--- config.mk ---
export PLATFORM = sky130hd
export DESIGN_NAME = vm_monitor
export DESIGN_NICKNAME = d
export VERILOG_FILES = /design/src/verilog/vm_pkg.sv /design/src/verilog/vm_filt_if.sv /design/src/verilog/vm_sync.sv /design/src/verilog/vm_filter.sv /design/src/verilog/vm_monitor.sv
export VERILOG_INCLUDE_DIRS = /design/src /design/src/verilog
export SDC_FILE = /design/constraint.sdc
export NUM_CORES = 1
export LEC_CHECK = 0
export ABC_CLOCK_PERIOD_IN_PS = 3500
export BUFFER_PORTS_ARGS = -buffer_cell sky130_fd_sc_hd__buf_2
export CORE_MARGIN = 8
export CORE_UTILIZATION = 63
export DETAILED_ROUTE_END_ITERATION = 10
export PLACE_DENSITY = 0.95
export SYNTH_ARGS = -nofsm -noshare
export SYNTH_HDL_FRONTEND = slang
export SYNTH_SLANG_ARGS = --single-unit
--- constraint.sdc ---
create_clock -name pclk -period 3.5 [get_ports pclk]
set_clock_uncertainty 0.05 [all_clocks]
set_input_delay 0.175 -clock pclk [delete_from_list [all_inputs] [get_ports pclk]]
set_output_delay 0.175 -clock pclk [all_outputs]
set_load 0.03 [all_outputs]
--- src/verilog/vm_regs.svh ---
// Register offsets, field positions, reset values and timing counts of the regulator voltage monitor
// ==================================================================
// Summary of operation
// - Separate overvoltage and undervoltage watch for five switchers and two linear regulators.
// - Per-regulator undervoltage code: 00=95%, 01=93%, 10=91%, 11=89% of nominal.
// - Per-regulator overvoltage code: 00=105%, 01=107%, 10=109%, 11=111% of nominal.
// - One shared undervoltage filter code: 5, 15, 25 or 40 us.
// - Shared undervoltage filter code resets to binary 10.
// - One shared overvoltage filter code: 30, 50, 80 or 125 us.
// - Shared overvoltage filter code resets to binary 00.
// - Per-regulator monitor enable bit: 1 watches the regulator, 0 stops watching.
// - All monitor enable bits come up as 1 after reset.
// - With protection on, monitor enable bits change only via the unlock sequence.
// - Detection is blanked after regulator turn-on until it reaches regulation.
// - Turning a monitor off clears its undervoltage and overvoltage flags.
// - Filter timers count ticks of a 100 kHz low-power clock.
`ifndef VM_REGS_SVH
`define VM_REGS_SVH

// ==================================================================
// Register byte offsets
`define VM_ADDR_CTRL 8'h00
`define VM_ADDR_LEVEL 8'h04
`define VM_ADDR_MONEN 8'h08
`define VM_ADDR_KEY 8'h0C
`define VM_ADDR_STATUS 8'h10
`define VM_ADDR_EVENT 8'h14
`define VM_ADDR_MASK 8'h18

// ==================================================================
// Field positions
`define VM_CTRL_UVF_LSB 0
`define VM_CTRL_OVF_LSB 4
`define VM_CTRL_PROT_BIT 8
`define VM_LVL_OV_LSB 16
`define VM_STAT_OV_LSB 8
`define VM_STAT_ACT_LSB 16

// ==================================================================
// Reset values and unlock key
`define VM_UVF_RST 2'h2
`define VM_OVF_RST 2'h0
`define VM_PROT_RST 1'h0
`define VM_MONEN_RST 8'hFF
`define VM_PROT_KEY 32'h0000_00A5

// ==================================================================
// Timing
`define VM_PCLK_KHZ 10000
`define VM_LP_KHZ 100
`define VM_TICK_DIV (`VM_PCLK_KHZ / `VM_LP_KHZ)
`define VM_UV_US0 5
`define VM_UV_US1 15
`define VM_UV_US2 25
`define VM_UV_US3 40
`define VM_OV_US0 30
`define VM_OV_US1 50
`define VM_OV_US2 80
`define VM_OV_US3 125
`define VM_TICKS(us) (((us) * `VM_LP_KHZ + 999) / 1000)

`endif

--- src/verilog/vm_pkg.sv ---
// Types and shared decoding of the regulator voltage monitor
`include "vm_regs.svh"
package vm_pkg;
  typedef enum logic {VM_IDLE, VM_RESP} vm_bus_t;
  typedef logic [3:0] vm_ticks_t;

  // Filter code to whole 100 kHz ticks, rounded up
  function automatic vm_ticks_t uv_ticks(input logic [1:0] sel);
    case (sel)
      2'h0: uv_ticks = 4'(`VM_TICKS(`VM_UV_US0));
      2'h1: uv_ticks = 4'(`VM_TICKS(`VM_UV_US1));
      2'h2: uv_ticks = 4'(`VM_TICKS(`VM_UV_US2));
      default: uv_ticks = 4'(`VM_TICKS(`VM_UV_US3));
    endcase
  endfunction

  function automatic vm_ticks_t ov_ticks(input logic [1:0] sel);
    case (sel)
      2'h0: ov_ticks = 4'(`VM_TICKS(`VM_OV_US0));
      2'h1: ov_ticks = 4'(`VM_TICKS(`VM_OV_US1));
      2'h2: ov_ticks = 4'(`VM_TICKS(`VM_OV_US2));
      default: ov_ticks = 4'(`VM_TICKS(`VM_OV_US3));
    endcase
  endfunction
endpackage

--- src/verilog/vm_filt_if.sv ---
// Shared tick and filter lengths from the monitor core to its filters
`timescale 1ns/1ns
`default_nettype none
interface vm_filt_if;
  logic tick;
  vm_pkg::vm_ticks_t uv_limit;
  vm_pkg::vm_ticks_t ov_limit;
  modport ctl (output tick, output uv_limit, output ov_limit);
  modport flt (input tick, input uv_limit, input ov_limit);
endinterface
`default_nettype wire

--- src/verilog/vm_sync.sv ---
// Three-stage synchroniser, output moves where stages two and three agree
`timescale 1ns/1ns
`default_nettype none
module vm_sync #(
  parameter int W = 1
) (
  input wire logic pclk,
  input wire logic presetn,
  input wire logic [W-1:0] d,
  output logic [W-1:0] q
);
  typedef struct packed {
    logic [W-1:0] s1;
    logic [W-1:0] s2;
    logic [W-1:0] s3;
    logic [W-1:0] q;
  } vm_sync_st_t;
  vm_sync_st_t st;
  vm_sync_st_t next_st;

  always_comb begin
    next_st = st;
    next_st.s1 = d;
    next_st.s2 = st.s1;
    next_st.s3 = st.s2;
    next_st.q = (st.s2 & st.s3) | (st.q & (st.s2 | st.s3));
  end

  always_ff @(posedge pclk or negedge presetn) begin
    if (!presetn) begin
      st <= '0;
    end else begin
      st <= next_st;
    end
  end

  assign q = st.q;
endmodule // vm_sync
`default_nettype wire

--- src/verilog/vm_filter.sv ---
// Debounce filter for one comparator bit
`timescale 1ns/1ns
`default_nettype none
module vm_filter #(
  parameter bit IS_OV = 1'b0
) (
  input wire logic pclk,
  input wire logic presetn,
  vm_filt_if.flt fif,
  input wire logic cond,
  output logic flag,
  output logic set_pulse
);
  typedef struct packed {
    vm_pkg::vm_ticks_t count;
    logic flag;
    logic pulse;
  } vm_filt_st_t;
  vm_filt_st_t st;
  vm_filt_st_t next_st;
  vm_pkg::vm_ticks_t limit;

  assign limit = IS_OV ? fif.ov_limit : fif.uv_limit;

  always_comb begin
    next_st = st;
    next_st.pulse = 1'b0;
    if (!cond) begin
      next_st.count = '0;
      next_st.flag = 1'b0;
    end else if (!st.flag && fif.tick) begin
      // First tick is partial, so one extra tick keeps the time a minimum
      if (st.count >= limit) begin
        next_st.flag = 1'b1;
        next_st.pulse = 1'b1;
        next_st.count = '0;
      end else begin
        next_st.count = 4'(st.count + 4'h1);
      end
    end
  end

  always_ff @(posedge pclk or negedge presetn) begin
    if (!presetn) begin
      st <= '0;
    end else begin
      st <= next_st;
    end
  end

  assign flag = st.flag;
  assign set_pulse = st.pulse;
endmodule // vm_filter
`default_nettype wire

--- src/verilog/vm_monitor.sv ---
// Regulator voltage monitor core with APB registers and event interrupt
//
// The implementer's own choices: the APB register port and the register offsets.
`timescale 1ns/1ns
`default_nettype none
`include "vm_regs.svh"
module vm_monitor #(
  parameter int NUM_SW = 5,
  parameter int NUM_LDO = 2
) (
  input wire logic pclk,
  input wire logic presetn,
  input wire logic psel,
  input wire logic penable,
  input wire logic pwrite,
  input wire logic [7:0] paddr,
  input wire logic [31:0] pwdata,
  output logic [31:0] prdata,
  output logic pready,
  output logic pslverr,
  input wire logic [NUM_SW+NUM_LDO-1:0] uv_cmp,
  input wire logic [NUM_SW+NUM_LDO-1:0] ov_cmp,
  input wire logic [NUM_SW+NUM_LDO-1:0] reg_on,
  input wire logic [NUM_SW+NUM_LDO-1:0] reg_in_reg,
  output logic [2*NUM_SW-1:0] switcher_undervolt_level_sel,
  output logic [2*NUM_LDO-1:0] linear_undervolt_level_sel,
  output logic [2*NUM_SW-1:0] switcher_overvolt_level_sel,
  output logic [2*NUM_LDO-1:0] linear_overvolt_level_sel,
  output logic [NUM_SW-1:0] switcher_monitor_on,
  output logic [NUM_LDO-1:0] linear_monitor_on,
  output logic [NUM_SW+NUM_LDO-1:0] comparator_enable,
  output logic [NUM_SW+NUM_LDO-1:0] undervolt_flag,
  output logic [NUM_SW+NUM_LDO-1:0] overvolt_flag,
  output logic irq
);
  localparam int NR = NUM_SW + NUM_LDO;
  localparam int TW = 7;
  localparam logic [TW-1:0] TICK_LAST = TW'(`VM_TICK_DIV - 1);

  // ==================================================================
  // State
  typedef struct packed {
    vm_pkg::vm_bus_t bus;
    logic pready;
    logic pslverr;
    logic [31:0] prdata;
    logic [1:0] uv_filt;
    logic [1:0] ov_filt;
    logic protect;
    logic armed;
    logic [2*NR-1:0] uv_lvl;
    logic [2*NR-1:0] ov_lvl;
    logic [NR-1:0] mon_on;
    logic [NR-1:0] ramp_done;
    logic [NR-1:0] active;
    logic [NR-1:0] ev_uv;
    logic [NR-1:0] ev_ov;
    logic [NR-1:0] mask_uv;
    logic [NR-1:0] mask_ov;
    logic [TW-1:0] tick_cnt;
    logic tick;
    logic irq;
  } vm_mon_st_t;

  localparam vm_mon_st_t RST_ST = '{
    bus: vm_pkg::VM_IDLE,
    uv_filt: `VM_UVF_RST,
    ov_filt: `VM_OVF_RST,
    protect: `VM_PROT_RST,
    mon_on: NR'(`VM_MONEN_RST),
    default: '0
  };

  vm_mon_st_t st;
  vm_mon_st_t next_st;

  // ==================================================================
  // Input synchronisers and filters
  logic [NR-1:0] uv_s;
  logic [NR-1:0] ov_s;
  logic [NR-1:0] on_s;
  logic [NR-1:0] inreg_s;
  logic [NR-1:0] uv_set;
  logic [NR-1:0] ov_set;

  vm_sync #(.W(4 * NR)) u_sync (
    .pclk(pclk),
    .presetn(presetn),
    .d({reg_in_reg, reg_on, ov_cmp, uv_cmp}),
    .q({inreg_s, on_s, ov_s, uv_s})
  );

  vm_filt_if fif ();
  assign fif.tick = st.tick;
  assign fif.uv_limit = vm_pkg::uv_ticks(st.uv_filt);
  assign fif.ov_limit = vm_pkg::ov_ticks(st.ov_filt);

  // One filter pair per regulator keeps them independent
  for (genvar i = 0; i < NR; i++) begin : g_reg
    vm_filter #(.IS_OV(1'b0)) u_uv (
      .pclk(pclk),
      .presetn(presetn),
      .fif(fif),
      .cond(uv_s[i] & st.active[i]),
      .flag(undervolt_flag[i]),
      .set_pulse(uv_set[i])
    );
    vm_filter #(.IS_OV(1'b1)) u_ov (
      .pclk(pclk),
      .presetn(presetn),
      .fif(fif),
      .cond(ov_s[i] & st.active[i]),
      .flag(overvolt_flag[i]),
      .set_pulse(ov_set[i])
    );
  end

  // ==================================================================
  // Next state
  logic access;
  logic commit;
  logic wr;
  logic mapped;
  logic refused;
  logic [31:0] rdata;
  logic [31:0] stat_word;
  logic [NR-1:0] clr_uv;
  logic [NR-1:0] clr_ov;

  always_comb begin
    next_st = st;
    access = psel && penable && st.bus == vm_pkg::VM_IDLE;
    commit = psel && penable && st.bus == vm_pkg::VM_RESP;
    wr = commit && pwrite && !st.pslverr;
    stat_word = '0;
    stat_word[NR-1:0] = undervolt_flag;
    stat_word[`VM_STAT_OV_LSB +: NR] = overvolt_flag;
    stat_word[`VM_STAT_ACT_LSB +: NR] = st.active;
    rdata = '0;
    mapped = 1'b1;
    case (paddr)
      `VM_ADDR_CTRL: begin
        rdata[`VM_CTRL_UVF_LSB +: 2] = st.uv_filt;
        rdata[`VM_CTRL_OVF_LSB +: 2] = st.ov_filt;
        rdata[`VM_CTRL_PROT_BIT] = st.protect;
      end
      `VM_ADDR_LEVEL: begin
        rdata[2*NR-1:0] = st.uv_lvl;
        rdata[`VM_LVL_OV_LSB +: 2*NR] = st.ov_lvl;
      end
      `VM_ADDR_MONEN: rdata[NR-1:0] = st.mon_on;
      `VM_ADDR_KEY: rdata[0] = st.armed;
      `VM_ADDR_STATUS: rdata = stat_word;
      `VM_ADDR_EVENT: begin
        rdata[NR-1:0] = st.ev_uv;
        rdata[`VM_STAT_OV_LSB +: NR] = st.ev_ov;
      end
      `VM_ADDR_MASK: begin
        rdata[NR-1:0] = st.mask_uv;
        rdata[`VM_STAT_OV_LSB +: NR] = st.mask_ov;
      end
      default: mapped = 1'b0;
    endcase
    // Status is live hardware state, so writes to it are errors
    refused = !mapped
      || (pwrite && paddr == `VM_ADDR_STATUS)
      || (pwrite && paddr == `VM_ADDR_MONEN && st.protect && !st.armed);

    // Bus: one wait state, answer registered so every output is a flop
    next_st.pready = 1'b0;
    case (st.bus)
      vm_pkg::VM_IDLE: begin
        if (access) begin
          next_st.bus = vm_pkg::VM_RESP;
          next_st.pready = 1'b1;
          next_st.pslverr = refused;
          next_st.prdata = (pwrite || refused) ? 32'h0000_0000 : rdata;
        end
      end
      vm_pkg::VM_RESP: begin
        next_st.bus = vm_pkg::VM_IDLE;
        next_st.pslverr = 1'b0;
        next_st.prdata = 32'h0000_0000;
      end
      default: next_st.bus = vm_pkg::VM_IDLE;
    endcase

    // Register writes land at the edge that samples pready
    clr_uv = '0;
    clr_ov = '0;
    if (wr) begin
      next_st.armed = 1'b0;
      case (paddr)
        `VM_ADDR_CTRL: begin
          next_st.uv_filt = pwdata[`VM_CTRL_UVF_LSB +: 2];
          next_st.ov_filt = pwdata[`VM_CTRL_OVF_LSB +: 2];
          next_st.protect = pwdata[`VM_CTRL_PROT_BIT];
        end
        `VM_ADDR_LEVEL: begin
          next_st.uv_lvl = pwdata[2*NR-1:0];
          next_st.ov_lvl = pwdata[`VM_LVL_OV_LSB +: 2*NR];
        end
        `VM_ADDR_MONEN: next_st.mon_on = pwdata[NR-1:0];
        `VM_ADDR_KEY: next_st.armed = (pwdata == `VM_PROT_KEY);
        `VM_ADDR_EVENT: begin
          clr_uv = pwdata[NR-1:0];
          clr_ov = pwdata[`VM_STAT_OV_LSB +: NR];
        end
        `VM_ADDR_MASK: begin
          next_st.mask_uv = pwdata[NR-1:0];
          next_st.mask_ov = pwdata[`VM_STAT_OV_LSB +: NR];
        end
        default: next_st.armed = 1'b0;
      endcase
    end

    // Ramp blanking: held until the regulator reports regulation
    next_st.ramp_done = on_s & (st.ramp_done | inreg_s);
    // Disabling drops active, which clears both filter flags
    next_st.active = st.mon_on & on_s & st.ramp_done;

    // Low-power tick; filters only advance on it
    if (st.tick_cnt == TICK_LAST) begin
      next_st.tick_cnt = '0;
      next_st.tick = 1'b1;
    end else begin
      next_st.tick_cnt = TW'(st.tick_cnt + 1'b1);
      next_st.tick = 1'b0;
    end

    // Sticky events, a new set beats a same-cycle clear
    next_st.ev_uv = (st.ev_uv & ~clr_uv) | uv_set;
    next_st.ev_ov = (st.ev_ov & ~clr_ov) | ov_set;
    next_st.irq = |((next_st.ev_uv & next_st.mask_uv) | (next_st.ev_ov & next_st.mask_ov));
  end

  always_ff @(posedge pclk or negedge presetn) begin
    if (!presetn) begin
      st <= RST_ST;
    end else begin
      st <= next_st;
    end
  end

  // ==================================================================
  // Outputs
  assign prdata = st.prdata;
  assign pready = st.pready;
  assign pslverr = st.pslverr;
  assign switcher_undervolt_level_sel = st.uv_lvl[2*NUM_SW-1:0];
  assign linear_undervolt_level_sel = st.uv_lvl[2*NR-1:2*NUM_SW];
  assign switcher_overvolt_level_sel = st.ov_lvl[2*NUM_SW-1:0];
  assign linear_overvolt_level_sel = st.ov_lvl[2*NR-1:2*NUM_SW];
  assign switcher_monitor_on = st.mon_on[NUM_SW-1:0];
  assign linear_monitor_on = st.mon_on[NR-1:NUM_SW];
  assign comparator_enable = st.active;
  assign irq = st.irq;
endmodule // vm_monitor
`default_nettype wire

==> results of run 1 <==
[worst max-delay path, stage by stage, from the launching register on]
cell      delay, ns
dfrtp_1        0.44
inv_1          0.23
nand2_1        0.31
ha_1           0.40
a21o_1         0.18
a21o_1         0.19
a211oi_1       0.62
nand3b_1       0.21
nand3_1        0.13
[cells by family after synthesis]
| logic type | count (synthesis) | synth area share, % |
|---|---|---|
| flip-flops | 319 | 58.0 |
| AND/OR/NAND/NOR | 284 | 10.7 |
| AO/OA/AOI/OAI | 209 | 11.2 |
| buffers and inverters | 148 | 6.55 |
| adder cells (fa/ha/maj) | 95 | 8.12 |
| multiplexers | 57 | 4.68 |
| XOR/XNOR | 11 | 0.699 |
| other | 1 | 0.0272 |
[flip-flops by register name (all words and copies together) (netlist names)]
register,count
linear_undervolt_level_sel,4
g.u_ov.st,28
u_sync.q,28
g.u_uv.st,28
g.u_ov.flag,7
switcher_undervolt_level_sel,10
switcher_overvolt_level_sel,10
fif.tick,1
st,49
pslverr,1
linear_overvolt_level_sel,4
irq,1
switcher_monitor_on,5
g.u_ov.set_pulse,7
g.u_uv.flag,7
comparator_enable,7
u_sync.next_st,56
prdata,29
u_sync.st,28
linear_monitor_on,2
g.u_uv.set_pulse,7
[path summary, 6_finish.rpt]
path | from | endpoint | slack, ns | cells past startpoint
worst max-delay path | st[89] | g_reg[1].u_ov.st[4] | 0.67 | 8
worst min-delay path | paddr[6] | pslverr | 0.007 | 4
worst max register to register | st[89] | g_reg[1].u_ov.st[4] | 0.67 | 8
worst min register to register | u_sync.next_st[79] | u_sync.next_st[51] | 0.29 | 0
max in group asynchronous | presetn | prdata[23] | 2.08 | 3
min in group asynchronous | presetn | u_sync.next_st[41] | 0.26 | 2
[layer usage]
metal  routed length (um)  vias up  GRT usage [%]
li1                     -     4299              -
met1                13300     5012           31.5
met2                17400      715           44.8
met3                 4110      226           8.95
met4                 2720        0           17.9
met5                    0        -              0
[repair_timing]
| action | 4_1_cts | 5_1_grt |
|---|---|---|
| hold buffers | 60 | 0 |
| hold endpoints to repair | 189 | 0 |
| setup endpoints to repair | 0 | 0 |
[power breakdown]
part / total [uW] / internal [uW] / switching [uW] / leakage, uW
clock: 3920 / 2460 / 1450 / 0.000607
sequential: 3860 / 3790 / 69.7 / 0.00408
combinational: 300 / 125 / 175 / 0.00338
[area by class of cell]
| class | count | area [um2] | share of cell area [%] |
|---|---|---|---|
| repair buffers | 234 | 1540 | 9.52 |
| inverters | 44 | 165 | 1.02 |
| diodes | 1 | 2.50 | 0.0155 |
| well taps | 280 | 350 | 2.16 |
| clock buffers | 50 | 1050 | 6.52 |
| clock inverters | 10 | 185 | 1.14 |
| multi-input cells | 659 | 4900 | 30.2 |
| flip-flops and latches | 319 | 7990 | 49.4 |
[metrics by stage]
step | std cells | total power [uW] | setup WS, ns
floorplan | 1126 | 3980 | 1.09
global placement | 1476 | 4140 | 0.630
detailed placement | 1476 | 4160 | 0.495
CTS | 1596 | 8110 | 0.769
global route | 1597 | 8300 | 0.589
finish | 1597 | 8070 | 0.669
[layout by cell type, fill, tap and decap left out, types with 10 or more instances in the layout]
cell,Yosys,final
nor2_1,53,53
inv_1,44,44
dfrtp_1,311,311
a22o_1,39,39
a21o_1,26,26
a31o_2,14,14
mux2_2,54,54
a21oi_1,17,16
clkbuf_16,0,37
nor2b_1,24,24
nand4_1,13,13
o21ai_0,27,27
nand2_1,81,81
nand3_1,39,39
nand2b_1,14,14
dlygate4sd3_1,0,60
buf_2,5,159
nand3b_1,15,15
ha_1,67,67
a22oi_1,30,30
maj3_1,28,28
a31oi_1,10,10
buf_4,89,12
==> results.ini, run 1 <==
[critical_path]
end_kind = flop
crit_required_ns = 3.90
worstPathArrival_ns = 3.23
critPathMaxFanout = 7
critical_path.startpoint_type = flop
path_class = reg -> reg

[cts]
htree_levels = 2
cts_max_path_buffers = 3
clkLatencyLatePin_ns = 0.52
clkTransAtPathRegs_ns = 0.07
clockRootBuffer = clkbuf_16
cts_setup_buffers = 0
tritoncts = built
cts_made_buffers = 34
postCtsResizedCells = 0
clkSinkCount = 319

[logic_synthesis]
netlist_area_um2 = 13800
async_reset_ff_share_pct = 100
synth_top_area_share_pct = 56.5
synth_warnings = 0
yosysMostFrequentCell = dfrtp_1
ys.flop_type = dfrtp_1
synth_common_cells = dfrtp_1 (311), buf_4 (89), nand2_1 (81)
synth_cell_types = 60
synth_area_leaders = dfrtp_1 (56%), ha_1 (6.1%), buf_4 (4.8%), mux2_2 (4.4%), a22o_1 (2.5%)
ys_ff_latch = 319
yosysTopAreaCell = dfrtp_1
syn_inst = 1124
syn_avg_cell_area_um2 = 12.3
synth_seq_area_share_pct = 58.0
synth_edf_count = 0

[power_and_ir_drop]
power_density_nw_per_um2 = 499
ir_worst_vdd_uv = 437
p_leak_uw = 0.00807

[floorplan]
ios = 164
initial_utilization_pct = 63.7
placementRows = 54
die_h_um = 164
die_w_um = 164
coreArea_um2 = 21600
dieArea_um2 = 26900

[status]
run_status = complete, no violations

[grt]
antenna_found_initial = 1
grt_max_degree = 105
grt_pass1_wl_um = 58300
grt-ovfl-total = 0
grt_use_total_pct = 27.8
grt_pass1_vias = 10800

[cells_and_area]
layout.nets = 1432
fin_area_um2 = 16200
syn_to_final_growth_pct = 17.5
final_util_pct = 74.9
drive_gt1_share_pct = 23.9
fillerInstances = 1207

[drt]
ant_nets = 0
drc = 0
vias = 10300
first_iter_violations = 1062
wl_per_cell_um = 23.5
drtPass1Iterations = 7
viasPerCell = 6.42
drt_wl_total_um = 37500

[timing]
timing.final.setup_violations = 0
max_slew.worst_pin.slew_ns = 1.02
period_minus_slack_ns = 2.83
finalCritPeriodShare_pct = 80.9
hold_slack_ns = 0.00717
fin_setup_tns_ns = 0
hold_violations = 0
grt_setup_unrepaired = false
max_freq_ghz = 0.353
slew_headroom_pct = 32.1
drv_slew = 0

[place]
io_buffers = 160
gp_congestion = 0.936
hpwl_um = 24200
placed_cell_area_um2 = 14300

[hold_path]
hold_path.class = in -> reg

[job]
max_cap_violations = 0

Power figures use the tool's default switching activity.
==> run 2, diff against run 1 <==
ABC_AREA = 1   (was not set)
ABC_CLOCK_PERIOD_IN_PS = 2900   (was 3500)
CORE_UTILIZATION = 59   (was 63)
PLACE_DENSITY = 0.9   (was 0.95)
clock period = 2.9 ns   (was 3.5 ns; I/O delays follow)
==> run 2 against run 1 <==
  * Worst setup slack worse by 0.24 ns
  * Total power is 11% higher
  * Core utilization is 6.4 points lower
  * Global-route usage is 2.5 points lower
  * Via count is 8.0% higher
  * Non-clock buffer count is 1 higher
  * Sequential power is 20% higher
  * Combinational power is 28% higher
  * Synthesized cell count is 30% higher
  * Largest cell class unchanged
  * Largest power group is now registers
==> results.ini, run 2 <==
[logic_synthesis]
ys.flop_type = dfrtp_1
synth_warnings = 0
async_reset_ff_share_pct = 100
synth_top_area_share_pct = 54.6
syn_avg_cell_area_um2 = 9.79
ys_ff_latch = 319
syn_inst = 1456
netlist_area_um2 = 14300
synth_area_leaders = dfrtp_1 (55%), nand2_1 (9.3%), ha_1 (5.9%), buf_4 (4.8%), inv_1 (4.1%)
synth_common_cells = nand2_1 (354), dfrtp_1 (311), inv_1 (156)
synth_edf_count = 0
synth_cell_types = 41
yosysMostFrequentCell = nand2_1
yosysTopAreaCell = dfrtp_1
synth_seq_area_share_pct = 56.1

[job]
max_cap_violations = 0

[cts]
clockRootBuffer = clkbuf_16
postCtsResizedCells = 0
tritoncts = built
cts_setup_buffers = 0
htree_levels = 1
clkLatencyLatePin_ns = 0.55
clkTransAtPathRegs_ns = 0.06
cts_made_buffers = 31
cts_max_path_buffers = 3
cts_hold_buf = 62
clkSinkCount = 319

[timing]
finalCritPeriodShare_pct = 85.1
max_freq_ghz = 0.405
hold_slack_ns = 0.0225
fin_setup_tns_ns = 0
max_slew.worst_pin.slew_ns = 0.765
period_minus_slack_ns = 2.47
slew_headroom_pct = 48.9
timing.final.setup_violations = 0
grt_setup_unrepaired = false
hold_violations = 0
drv_slew = 0

[cells_and_area]
layout.nets = 1756
fillerInstances = 1622
area.sequential_um2 = 7990
diodes = 0
layout_commonest_cell = nand2_1
final_cell_mix = nand2_1 (354), dfrtp_1 (311), buf_2 (159)
largest_register_ffs = 56
syn_to_final_growth_pct = 15.4
drive_gt1_share_pct = 15.9
multi_input_comb_area_um2 = 4890

[critical_path]
crit_buf_inv = 4
worstPathArrival_ns = 2.88
critical_path.startpoint_type = flop
worstReg2RegEnd = g_reg[6].u_uv.st[4]
crit_path_frequent_cell = inv_1
path_class = reg -> reg
r2r_cells = 11
crit_required_ns = 3.31
critPathMaxFanout = 7
r2r_setup_slack_ns = 0.43
end_kind = flop
cp_slowest_stage_delay_ns = 0.40
slowest_stage = dfrtp_1
r2r_start = st[90]
crit_family = buffers and inverters
path_cells = inv_1 > ha_1 > inv_1 > ha_1 > o21ai_0 > inv_1 > o21ai_0 > nand2_1 > nor3_1 > inv_1 > o21ai_0

[grt]
grt_use_total_pct = 25.2
grt_pass1_vias = 11500
grt_max_degree = 89
use_met2_pct = 40.8
grt-ovfl-total = 0
grtUsageMet1_pct = 30.2
grt_pass1_wl_um = 58700
antenna_found_initial = 2
grt_use_met3_pct = 6.93
top_usage_layer = met2

[drt]
vias = 11100
viasPerCell = 5.64
drc = 0
first_iter_violations = 1541
drt_wl_total_um = 36700
wl_per_cell_um = 18.7
ant_nets = 0
drtPass1Iterations = 10

[place]
io_buffers = 160
hpwl_um = 24700
gp_congestion = 0.936

[power_and_ir_drop]
p_leak_uw = 0.00827
ir_worst_vdd_uv = 557
power_density_nw_per_um2 = 547

[hold_path]
hp-start = pwdata[31]
whs_path_depth = 6
worstHoldEndpoint = st[86]
hold_path.class = in -> reg

[floorplan]
initial_utilization_pct = 59.3
die_h_um = 171
dieArea_um2 = 29400
ios = 164
coreArea_um2 = 24000
placementRows = 57
die_w_um = 171

[status]
run_status = complete, no violations

-- run 2: cell count changes in the layout (fill, tap and decap cells not counted), moves of 24 or more --
cell | previous run | this run
mux2_2 | 54 | 7
nand2_1 | 81 | 354
o21ai_0 | 27 | 114
inv_1 | 44 | 156
a22oi_1 | 30 | 0
nor2b_1 | 24 | 0
nor3_1 | 3 | 32
a21o_1 | 26 | 0
-- run 2: kinds of logic after synthesis --
kind of cell / count (synthesis) / share of synthesized area [%]
AOI/OAI and AO/OA: 186 / 7.56
xor gates and xnor gates: 28 / 1.72
and+or+nand+nor: 550 / 16.5
adders and majority gates: 95 / 7.84
other: 1 / 0.0263
muxes: 7 / 0.553
DFF: 319 / 56.1
buffers and inverters: 270 / 9.71
-- run 2: through the flow --
step                total power [uW]  area, um2  cells  util, %  worst slack [ns]
global route                    9260      16500   1963     68.5             0.156
CTS                             9020      16500   1963     68.5             0.454
finish                          8990      16500   1963     68.5             0.432
detailed placement              5040      14800   1845     61.7             0.442
floorplan                       4830      14300   1458        -             0.858
global placement                5020      14800   1845     61.7             0.679
-- run 2: routing by layer --
| metal | vias to the layer above | share of wire [%] |
|---|---|---|
| met5 | - | 0.063 |
| met2 | 636 | 46 |
| li1 | 4972 | - |
| met4 | 4 | 6.4 |
| met3 | 200 | 10 |
| met1 | 5258 | 38 |
-- run 2: power by group --
| part | internal [uW] | leakage, uW | total [uW] | switching, uW |
|---|---|---|---|---|
| Sequential | 4570 | 0.00407 | 4650 | 72.7 |
| Combinational | 155 | 0.00370 | 385 | 230 |
| Clock | 2310 | 0.000504 | 3960 | 1650 |
| Total | 7040 | 0.00827 | 8990 | 1950 |
-- run 2: tightest hold or removal path, delay by kind of cell --
| kind | cells | cell delay, ns |
|---|---|---|
| buf+inv | 1 | 0.07 |
| simple gates | 4 | 0.29 |
| compound gates | 1 | 0.07 |
-- run 2: layout make-up --
class | instances | share of cell area [%]
clock inverter | 11 | 0.662
inverter | 160 | 3.65
sequential | 319 | 48.6
clock buffer | 45 | 5.46
timing repair buffer | 235 | 9.44
tap | 324 | 2.46
multi-input combinational | 869 | 29.7
-- run 2: how the worst max path moves through the flow --
stage	from	slack (ns)	end	cells past startpoint
2_1_floorplan	st[91]	0.86	g_reg[6].u_uv.st[4]	11
3_3_place_gp	st[91]	0.68	g_reg[5].u_uv.st[2]	11
3_5_place_dp	st[90]	0.44	g_reg[6].u_uv.st[4]	11
4_1_cts	st[90]	0.45	g_reg[6].u_uv.st[2]	11
5_1_grt	st[90]	0.16	g_reg[6].u_uv.st[4]	11
6_report	st[90]	0.43	g_reg[6].u_uv.st[4]	11
==> run 3, diff against run 2 <==
PLACE_DENSITY = 0.87   (was 0.9)
==> run 3 against run 2 <==
  * Non-clock buffer count fell by 1
  * Sequential power barely moved
  * Worst hold slack improved by 0.024 ns
  * Critical endpoint is now g_reg[6].u_ov.st[2]
  * Highest routed layer unchanged
  * Via count up 0.30%
==> results.ini, run 3 (synthesized netlist as in run 2, its figures left out) <==
[critical_path]
critPathMaxFanout = 7
path_class = reg -> reg
r2r_cells = 10
worstPathArrival_ns = 2.84
slowest_stage = dfrtp_1
path_cells = inv_1 > nand2_1 > ha_1 > inv_1 > nor2_1 > o211ai_1 > nand4_1 > inv_1 > nand2_1 > o21ai_0
cp_slowest_stage_delay_ns = 0.40
critical_path.startpoint_type = flop
crit_path_frequent_cell = inv_1
end_kind = flop
crit_required_ns = 3.23

[floorplan]
die_w_um = 171
die_h_um = 171
initial_utilization_pct = 59.3
placementRows = 57
ios = 164
coreArea_um2 = 24000
dieArea_um2 = 29400

[cells_and_area]
drive_gt1_share_pct = 16.0
final_util_pct = 68.8
layout_commonest_cell = nand2_1
diodes = 0
area.sequential_um2 = 7990
multi_input_comb_area_um2 = 4890
fillerInstances = 1650
largest_register_ffs = 56
layout.nets = 1758
final_cells = 1967
syn_to_final_growth_pct = 16.0
final_cell_mix = nand2_1 (354), dfrtp_1 (311), buf_2 (159)

[cts]
clkLatencyLatePin_ns = 0.52
clkSinkCount = 319
clockRootBuffer = clkbuf_16
htree_levels = 2
cts_max_path_buffers = 3
tritoncts = built
postCtsResizedCells = 0
cts_made_buffers = 34
clkTransAtPathRegs_ns = 0.06

[timing]
grt_setup_unrepaired = false
drv_slew = 0
hold_violations = 0
timing.final.setup_violations = 0
period_minus_slack_ns = 2.50
max_slew.worst_pin.slew_ns = 0.824
fin_setup_tns_ns = 0
max_freq_ghz = 0.400
slew_headroom_pct = 44.9
finalCritPeriodShare_pct = 86.3

[grt]
grt-ovfl-total = 0
grt_pass1_wl_um = 58600
grt_max_degree = 81
grt_use_total_pct = 25.4
antenna_found_initial = 1
grt_pass1_vias = 11400

[power_and_ir_drop]
power_density_nw_per_um2 = 561
ir_worst_vdd_uv = 445
power.total_uw = 9270
p_leak_uw = 0.00829

[drt]
ant_nets = 0
viasPerCell = 5.64
drtPass1Iterations = 7
first_iter_violations = 1120
wl_per_cell_um = 18.7
drt_wl_total_um = 36700
vias = 11100
drc = 0

[place]
io_buffers = 160
hpwl_um = 24500
gp_congestion = 0.908
dp_cells = 1846

[hold_path]
whs_path_depth = 6
hold_path.class = in -> reg

[job]
max_cap_violations = 0

[status]
run_status = complete, no violations

## run 3: worst paths after layout
path	end	slack [ns]	from
max	g_reg[6].u_ov.st[2]	0.40	st[88]
min	st[86]	0.05	pwdata[15]
max reg2reg	g_reg[6].u_ov.st[2]	0.40	st[88]
min reg2reg	u_sync.next_st[43]	0.29	u_sync.next_st[71]
max in group asynchronous	prdata[21]	1.75	presetn
min in group asynchronous	u_sync.next_st[58]	0.17	presetn
## run 3: final cells by class
type	instances	share of cell area [%]
repair buffers	234	9.40
clock buffers	50	5.81
multi-input cells	869	29.6
inverters	160	3.63
well taps	324	2.45
clock inverters	11	0.794
flip-flops and latches	319	48.3
## run 3: metal layers
| metal | global-route usage (%) | up-vias | wire (um) |
|---|---|---|---|
| met3 | 6.24 | 150 | 3730 |
| met1 | 31.4 | 5318 | 14000 |
| met4 | 14.0 | 2 | 2120 |
| met2 | 40.6 | 655 | 16900 |
| li1 | - | 4978 | - |
| met5 | 0 | - | 8 |
## run 3: metrics by stage
stage | hold slack, ns | worst slack, ns | area (um2)
2_1_floorplan | -0.201 | 0.858 | 14300
3_3_place_gp | 0.129 | 0.668 | 14800
3_5_place_dp | 0.131 | 0.456 | 14800
4_1_cts | 0.0235 | 0.447 | 16500
5_1_grt | 0.0534 | 0.158 | 16500
6_report | 0.0469 | 0.398 | 16500
## run 3: critical path: cells and delay by family (launching register included)
kind	cells	cell delay, ns
AOI/OAI and AO/OA	2	0.37
adders and majority gates	1	0.40
buffers and inverters	3	0.50
DFF	1	0.40
and+or+nand+nor	4	0.65
## run 3: what timing repair did
item                                   4_1_cts  5_1_grt
endpoints found under the hold margin      158        0
hold buffers                                60        0
setup buffers                                0        0
## run 3: power breakdown
group / switching [uW] / total, uW / internal [uW]
Sequential: 69.2 / 4640 / 4570
Clock: 1750 / 4240 / 2500
Combinational: 232 / 388 / 156
